File: src/include/clock_reset_status_pkg.sv
// constants and types of the clock, reset and supply status unit
package clock_reset_status_pkg;

  localparam logic [7:0]  STATUS_ADDR   = 8'h25;
  localparam logic [7:0]  MISC_ADDR     = 8'h20;
  localparam logic [15:0] SAFE_VECTOR   = 16'hFFF6;

  // status register fields
  localparam int unsigned ST_WDG_BIT    = 0;
  localparam int unsigned ST_DETECT_BIT = 1;
  localparam int unsigned ST_IRQEN_BIT  = 2;
  localparam int unsigned ST_UV_BIT     = 4;

  // misc control fields
  localparam int unsigned MC_DIV_LO_BIT = 0;
  localparam int unsigned MC_DIV_HI_BIT = 1;
  localparam int unsigned MC_SLOW_BIT   = 2;
  localparam int unsigned MC_CKOUT_BIT  = 3;

  localparam logic [1:0]  DIV_SEL_RESET = 2'h0;
  localparam logic [7:0]  READ_ZERO     = 8'h00;

  // prescaler half periods in oscillator cycles
  localparam logic [4:0]  NORMAL_HALF   = 5'h01;
  localparam logic [4:0]  SLOW_HALF_MIN = 5'h02;

  typedef struct packed {
    logic [7:0] addr;
    logic [7:0] wdata;
    logic       wr;
    logic       rd;
  } reg_req_s;

  typedef struct packed {
    logic       from_undervoltage;
    logic       from_watchdog;
  } reset_cause_s;

  typedef struct packed {
    logic [2:0] fail_sync;
    logic       fail_filt;
    logic       safe_prev;
    logic       detect;
    logic       irq_en;
    logic       uv_flag;
    logic       wdg_flag;
    logic [1:0] div_sel;
    logic       slow;
    logic       ckout_en;
    logic [7:0] rdata;
  } status_state_s;

  typedef struct packed {
    logic [4:0] count;
    logic       level;
    logic       tick;
  } prescaler_state_s;

endpackage : clock_reset_status_pkg

File: src/verilog/clock_reset_status_unit.sv
// clock security flag, reset source flags and main clock control
`timescale 1ns/100ps
`default_nettype none

module clock_reset_status_unit #(
  parameter bit ACTIVE_HALT_PRESENT = 1'b0
) (
  input  wire logic                                clk,
  input  wire logic                                rst_n,
  input  wire clock_reset_status_pkg::reg_req_s    bus,
  output logic [7:0]                               rdata,
  input  wire logic                                main_clock_failed,
  input  wire logic                                security_option_enable,
  input  wire logic                                detector_option_enable,
  input  wire clock_reset_status_pkg::reset_cause_s reset_cause,
  input  wire logic                                halt_mode,
  input  wire logic                                active_halt_mode,
  input  wire logic                                wait_mode,
  input  wire logic                                core_irq_mask,
  output logic                                     safe_osc_select,
  output logic                                     irq_request,
  output logic [15:0]                              irq_vector,
  output logic                                     wait_wakeup,
  output logic                                     halt_wakeup,
  output logic                                     cpu_clock,
  output logic                                     cpu_tick,
  input  wire logic                                gpio_out,
  input  wire logic                                gpio_oe,
  output logic                                     clock_pin_out,
  output logic                                     clock_pin_oe
);

  clock_reset_status_pkg::status_state_s state;
  clock_reset_status_pkg::status_state_s next_state;
  logic                                  switch_event;
  logic                                  wr_status;
  logic                                  wr_misc;
  logic                                  rd_status;
  logic [7:0]                            status_byte;
  logic [7:0]                            misc_byte;
  logic                                  security_live;

  // clock security is off under the option byte and throughout HALT
  assign security_live = security_option_enable && !halt_mode;

  // safe oscillator follows the filtered failure level both ways
  assign safe_osc_select = security_live && state.fail_filt;
  assign switch_event    = safe_osc_select && !state.safe_prev;

  assign wr_status = bus.wr && (bus.addr == clock_reset_status_pkg::STATUS_ADDR);
  assign wr_misc   = bus.wr && (bus.addr == clock_reset_status_pkg::MISC_ADDR);
  assign rd_status = bus.rd && (bus.addr == clock_reset_status_pkg::STATUS_ADDR);

  always_comb begin
    status_byte = clock_reset_status_pkg::READ_ZERO;
    status_byte[clock_reset_status_pkg::ST_WDG_BIT]    = state.wdg_flag;
    status_byte[clock_reset_status_pkg::ST_DETECT_BIT] = state.detect && security_option_enable;
    status_byte[clock_reset_status_pkg::ST_IRQEN_BIT]  = state.irq_en;
    // undefined when the detector is off: the stored value is shown as is
    status_byte[clock_reset_status_pkg::ST_UV_BIT]     = state.uv_flag;
    misc_byte = clock_reset_status_pkg::READ_ZERO;
    misc_byte[clock_reset_status_pkg::MC_DIV_LO_BIT] = state.div_sel[0];
    misc_byte[clock_reset_status_pkg::MC_DIV_HI_BIT] = state.div_sel[1];
    misc_byte[clock_reset_status_pkg::MC_SLOW_BIT]   = state.slow;
    misc_byte[clock_reset_status_pkg::MC_CKOUT_BIT]  = state.ckout_en;
  end

  always_comb begin
    next_state = state;
    // pin synchroniser; level moves once stages two and three agree
    next_state.fail_sync = {state.fail_sync[1:0], main_clock_failed};
    if (state.fail_sync[1] == state.fail_sync[2]) begin
      next_state.fail_filt = state.fail_sync[2];
    end
    next_state.safe_prev = safe_osc_select;

    if (!rst_n) begin
      next_state.fail_sync = '0;
      next_state.fail_filt = 1'b0;
      next_state.safe_prev = 1'b0;
      next_state.detect    = 1'b0;
      next_state.irq_en    = 1'b0;
      next_state.div_sel   = clock_reset_status_pkg::DIV_SEL_RESET;
      next_state.slow      = 1'b0;
      next_state.ckout_en  = 1'b0;
      next_state.rdata     = clock_reset_status_pkg::READ_ZERO;
      if (reset_cause.from_undervoltage) begin
        next_state.uv_flag  = 1'b1;
        next_state.wdg_flag = 1'b0;
      end else if (reset_cause.from_watchdog) begin
        next_state.wdg_flag = 1'b1;
        // undervoltage record kept across later resets
        next_state.uv_flag  = state.uv_flag;
      end
    end else if (halt_mode) begin
      // register frozen, configuration held for interrupt exit
      next_state.safe_prev = 1'b0;
    end else begin
      if (bus.rd) begin
        unique case (bus.addr)
          clock_reset_status_pkg::STATUS_ADDR: next_state.rdata = status_byte;
          clock_reset_status_pkg::MISC_ADDR:   next_state.rdata = misc_byte;
          default:                             next_state.rdata = clock_reset_status_pkg::READ_ZERO;
        endcase
      end
      // read clears only after the original oscillator is back
      if (rd_status && !state.fail_filt) begin
        next_state.detect = 1'b0;
      end
      // a switch in the clearing cycle still sets the flag
      if (switch_event) begin
        next_state.detect = 1'b1;
      end
      if (!security_option_enable) begin
        next_state.detect = 1'b0;
      end
      if (wr_status) begin
        next_state.irq_en = bus.wdata[clock_reset_status_pkg::ST_IRQEN_BIT];
        if (!bus.wdata[clock_reset_status_pkg::ST_UV_BIT]) begin
          next_state.uv_flag = 1'b0;
        end
        if (!bus.wdata[clock_reset_status_pkg::ST_WDG_BIT]) begin
          next_state.wdg_flag = 1'b0;
        end
      end
      if (wr_misc) begin
        next_state.div_sel[0] = bus.wdata[clock_reset_status_pkg::MC_DIV_LO_BIT];
        next_state.div_sel[1] = bus.wdata[clock_reset_status_pkg::MC_DIV_HI_BIT];
        next_state.slow       = bus.wdata[clock_reset_status_pkg::MC_SLOW_BIT];
        next_state.ckout_en   = bus.wdata[clock_reset_status_pkg::MC_CKOUT_BIT];
      end
    end
  end

  always_ff @(posedge clk) begin
    state <= next_state;
  end

  assign rdata = state.rdata;

  // enable is inert while clock security is disabled
  assign irq_request = security_option_enable && state.detect && state.irq_en
                       && !core_irq_mask;
  assign irq_vector  = clock_reset_status_pkg::SAFE_VECTOR;
  // core forces its mask clear in WAIT, so the request itself wakes it
  assign wait_wakeup = wait_mode && irq_request;
  assign halt_wakeup = ACTIVE_HALT_PRESENT && active_halt_mode && irq_request;

  cpu_clock_prescaler u_prescaler (
    .clk       (clk),
    .rst_n     (rst_n),
    .div_sel   (state.div_sel),
    .slow      (state.slow),
    .cpu_clock (cpu_clock),
    .cpu_tick  (cpu_tick)
  );

  // dedicated pin: cpu clock when enabled, plain port line otherwise
  assign clock_pin_out = state.ckout_en ? cpu_clock : gpio_out;
  assign clock_pin_oe  = state.ckout_en ? 1'b1 : gpio_oe;
endmodule : clock_reset_status_unit

`default_nettype wire

File: src/verilog/cpu_clock_prescaler.sv
// cpu clock prescaler: oscillator divided by 2, or 4 to 32 in slow mode
`timescale 1ns/100ps
`default_nettype none

module cpu_clock_prescaler (
  input  wire logic       clk,
  input  wire logic       rst_n,
  input  wire logic [1:0] div_sel,
  input  wire logic       slow,
  output logic            cpu_clock,
  output logic            cpu_tick
);

  clock_reset_status_pkg::prescaler_state_s state;
  clock_reset_status_pkg::prescaler_state_s next_state;
  logic [4:0]                               half;

  always_comb begin
    // half period: 1 normal, 2/4/8/16 slow
    half = slow ? 5'(clock_reset_status_pkg::SLOW_HALF_MIN << div_sel)
                : clock_reset_status_pkg::NORMAL_HALF;
    next_state = state;
    next_state.tick = 1'b0;
    if (!rst_n) begin
      next_state.count = '0;
      next_state.level = 1'b0;
    end else if (state.count >= 5'(half - 5'h01)) begin
      next_state.count = '0;
      next_state.level = ~state.level;
      next_state.tick  = ~state.level;
    end else begin
      next_state.count = 5'(state.count + 5'h01);
    end
  end

  always_ff @(posedge clk) begin
    state <= next_state;
  end

  assign cpu_clock = state.level;
  assign cpu_tick  = state.tick;

endmodule : cpu_clock_prescaler

`default_nettype wire

File: config.mk
export PLATFORM = sky130hd
export DESIGN_NAME = clock_reset_status_unit
export DESIGN_NICKNAME = d
export VERILOG_FILES = /design/src/include/clock_reset_status_pkg.sv /design/src/verilog/clock_reset_status_unit.sv /design/src/verilog/cpu_clock_prescaler.sv
export SDC_FILE = /design/constraint.sdc
export NUM_CORES = 1
export LEC_CHECK = 0
export BUFFER_PORTS_ARGS = -buffer_cell sky130_fd_sc_hd__buf_2
export CAP_MARGIN = 20
export CORE_MARGIN = 8
export CORE_UTILIZATION = 47
export DETAILED_ROUTE_END_ITERATION = 10
export PLACE_DENSITY = 0.79
export SLEW_MARGIN = 20
export SYNTH_ARGS = -nofsm -noshare
export SYNTH_HDL_FRONTEND = slang
export SYNTH_HIERARCHICAL = 1
export SYNTH_SLANG_ARGS = --single-unit
File: constraint.sdc
create_clock -name clk -period 1.85 [get_ports clk]
set_clock_uncertainty 0.05 [all_clocks]
set_input_delay 0.37 -clock clk [delete_from_list [all_inputs] [get_ports clk]]
set_output_delay 0.37 -clock clk [all_outputs]
set_load 0.02 [all_outputs]
==> key figures <==
Drt
  • Vias per Instance: 4.95
  • Routed WL: 2790 um
  • Post-DRT Antenna Nets: 0
  • WL/cell: 12.3 um
  • Drt initial violations: 46
  • Drt first pass iters: 4
  • Vias post-DR: 1,124
  • # DRC: 0

Logic synthesis
  • Post-Synthesis Mean Instance Area: 9.02 um2
  • Register area share after synthesis: 35.4%
  • Yosys reg bits: 25
  • Area contributors post-synth: dfxtp_1 31%, buf_4 13%, ha_1 5.1%, nand2_1 4.6%, nand3_1 4.1%
  • Synth unique cells: 42
  • Cell accounting for the most synthesized area: dfxtp_1
  • Async SR Flop Fraction: 0%
  • Mapped Area: 0.00147 mm2
  • EDFF count, synth: 2
  • Synth Instances: 163
  • Top cell type's share of synthesized area: 31.3%
  • Synthesis Warnings: 6
  • Ys flop type: dfxtp_1

Flow run
  • Max Cap Viol: 0

Clock network
  • Htree depth: 1
  • Post-CTS setup buffers: 0
  • # hold bufs at CTS: 0
  • # resized after CTS: 0
  • CTS sink count: 25
  • Max clock buf depth: 2
  • CTS tree: built
  • CTS Buf Count: 3
  • CTS clk-pin slew, worst paths: 0.14 ns
  • Clk Tree Root Cell: clkbuf_4
  • Worst-skew pair later-pin latency: 0.33 ns

Placed design
  • Number of I/O port buffers: 37
  • Place WS: 0.244 ns
  • RD Place Congestion: 0.796
  • Dpl hpwl: 2300 um
  • DP Area: 0.00157 mm2

Critical path
  • Crit end category: output port
  • Crit path kind: flop to output port
  • Critical Path AT: 1.30 ns
  • CP max-delay cell: dfxtp_1
  • Critical Path Start Type: flop
  • CP required: 1.43 ns
  • R2R Setup Slk: 0.24 ns
  • Reg2Reg Capture Point: u_prescaler/cpu_clock
  • Critical Path, Cell by Cell: nand2_1, nor3b_1, and2_1, buf_2
  • R2R depth: 6
  • CP max stage delay: 0.39 ns
  • CP Max Fanout: 3
  • FF-to-FF Start: misc_byte[2]

STA
  • Final worst slack: 0.134 ns
  • Sum of negative setup slack: 0 ns
  • Slew Viols, Final: 0
  • Final setup viols: 0
  • Post-route clock period utilization: 92.8%
  • Final min period: 1.72 ns
  • RSZ-0062 raised after global routing: false
  • Final hold vios: 0
  • FMAX: 583 MHz

Final layout
  • Antenna diodes: 0
  • Area Growth Syn to Fin: 8.68%
  • Most frequent cells in the layout: 37 x buf_2, 23 x dfxtp_1, 21 x conb_1
  • Final #Nets: 232
  • Share of cells above drive strength 1: 29.4%
  • Most common cell after layout, fill and taps aside: buf_2
  • Final cell utilization of the core: 53.2%
  • Design Area, Final: 0.00160 mm2
  • FILL cells: 287

GRT
  • Met2 Use GR: 16.3%
  • M3 GR Usage: 3.31%
  • Largest net degree at the start of global routing: 23
  • Gr ovfl total: 0
  • Initial antenna violation count: 0
  • GRT Total Usage: 10.5%
  • Met1 usage: 11.7%
  • Grt peak-use layer: met2
  • Vias in the first global route: 968
  • Global-route wire length before repair: 4310 um

Power
  • Worst vdd ir: 0.256 mV
  • Sequential power share: 58.2%
  • Clock network fraction of design power: 26.0%
  • Pwr/cell area: 610 mW/mm2
  • Total power: 0.000975 W
  • Combinational Power Share: 15.8%
  • P_int: 0.000695 W
  • Sw frac: 28.7%
  • Net Sw Power: 0.000280 W
  • Lkg Pwr: 0.740 nW

Die
  • DIE HEIGHT: 71.9 um
  • Initial Util: 49.0%
  • Core area: 0.00300 mm2
  • Die width: 71.9 um
  • # IOs: 63
  • Num rows: 20
  • Die area: 0.00517 mm2

Hold path
  • Hold EP: state[18]
  • Hold WC Path Type: input pin to flop
  • Hold path cells: 2
  • Hold Path Origin: main_clock_failed

Status
  • Outcome: complete, no violations
==> state kept, by name (all words and copies together), names as in the netlist <==
signal and count:
u_prescaler/state 5, state 9, rdata 5, u_prescaler/cpu_clock 1
misc_byte 4, u_prescaler/cpu_tick 1
==> power by group through the flow <==
| stage | Combinational [W] | Sequential, W | Clock (W) |
|---|---|---|---|
| 2_1_floorplan | 0.000131 | 0.000582 | 0 |
| 3_3_place_gp | 0.000151 | 0.000579 | 0 |
| 3_5_place_dp | 0.000153 | 0.000579 | 0 |
| 4_1_cts | 0.000153 | 0.000568 | 0.000264 |
| 5_1_grt | 0.000168 | 0.000570 | 0.000289 |
| 6_report | 0.000154 | 0.000567 | 0.000254 |
==> cell families after synthesis <==
logic type | synth area share, %
AO/OA/AOI/OAI | 9.28
other | 0.766
AND/OR/NAND/NOR | 28.6
flip-flops | 35.4
adder cells (fa/ha/maj) | 5.11
XOR/XNOR | 1.79
multiplexers | 4.17
buffers and inverters | 14.9
==> synthesized netlist by cell type (3+ instances only) <==
cell type,count
nand4_1,8
and2_1,5
nor2b_1,4
buf_4,26
dfxtp_1,23
ha_1,6
mux2i_1,5
nand2b_1,4
o21ai_0,3
nand3_1,12
conb_1,3
nor2_2,3
nor2_1,7
nand2_1,18
clkbuf_1,3
==> worst max path at each step <==
stage	from	to	slack [ns]	depth (start not counted)
2_1_floorplan	security_option_enable	wait_wakeup	0.11	3
3_3_place_gp	misc_byte[2]	u_prescaler/cpu_clock	0.28	6
3_5_place_dp	misc_byte[2]	u_prescaler/cpu_clock	0.24	6
4_1_cts	state[15]	wait_wakeup	0.11	4
5_1_grt	state[15]	wait_wakeup	0.01	4
6_report	state[15]	wait_wakeup	0.13	4
==> layer usage <==
metal | routed length [um] | vias to the layer above
li1 | - | 575
met3 | 188 | 5
met5 | 0 | -
met4 | 77 | 0
met2 | 1230 | 43
met1 | 1300 | 501
==> per-stage QoR <==
step                hold slack [ns]  cells
floorplan                     0.362    181
detailed placement            0.379    223
global route                  0.169    227
global placement              0.364    223
finish                        0.185    227
CTS                           0.175    227
==> area by class of cell <==
type | count | area [um2] | share of cell area [%]
Clock buffer | 3 | 22.5 | 1.41
Clock inverter | 1 | 7.51 | 0.470
Inverter | 2 | 7.51 | 0.470
Multi-Input combinational cell | 124 | 798 | 50.0
Sequential cell | 25 | 520 | 32.6
Tap cell | 33 | 41.3 | 2.58
Timing Repair Buffer | 39 | 200 | 12.5
==> critical path, delay by kind of cell (launching register included) <==
| kind | cells | cell delay (ns) |
|---|---|---|
| simple gates | 3 | 0.43 |
| buf+inv | 1 | 0.15 |
| flops | 1 | 0.39 |
No activity file was read; power rests on OpenSTA's default activity.
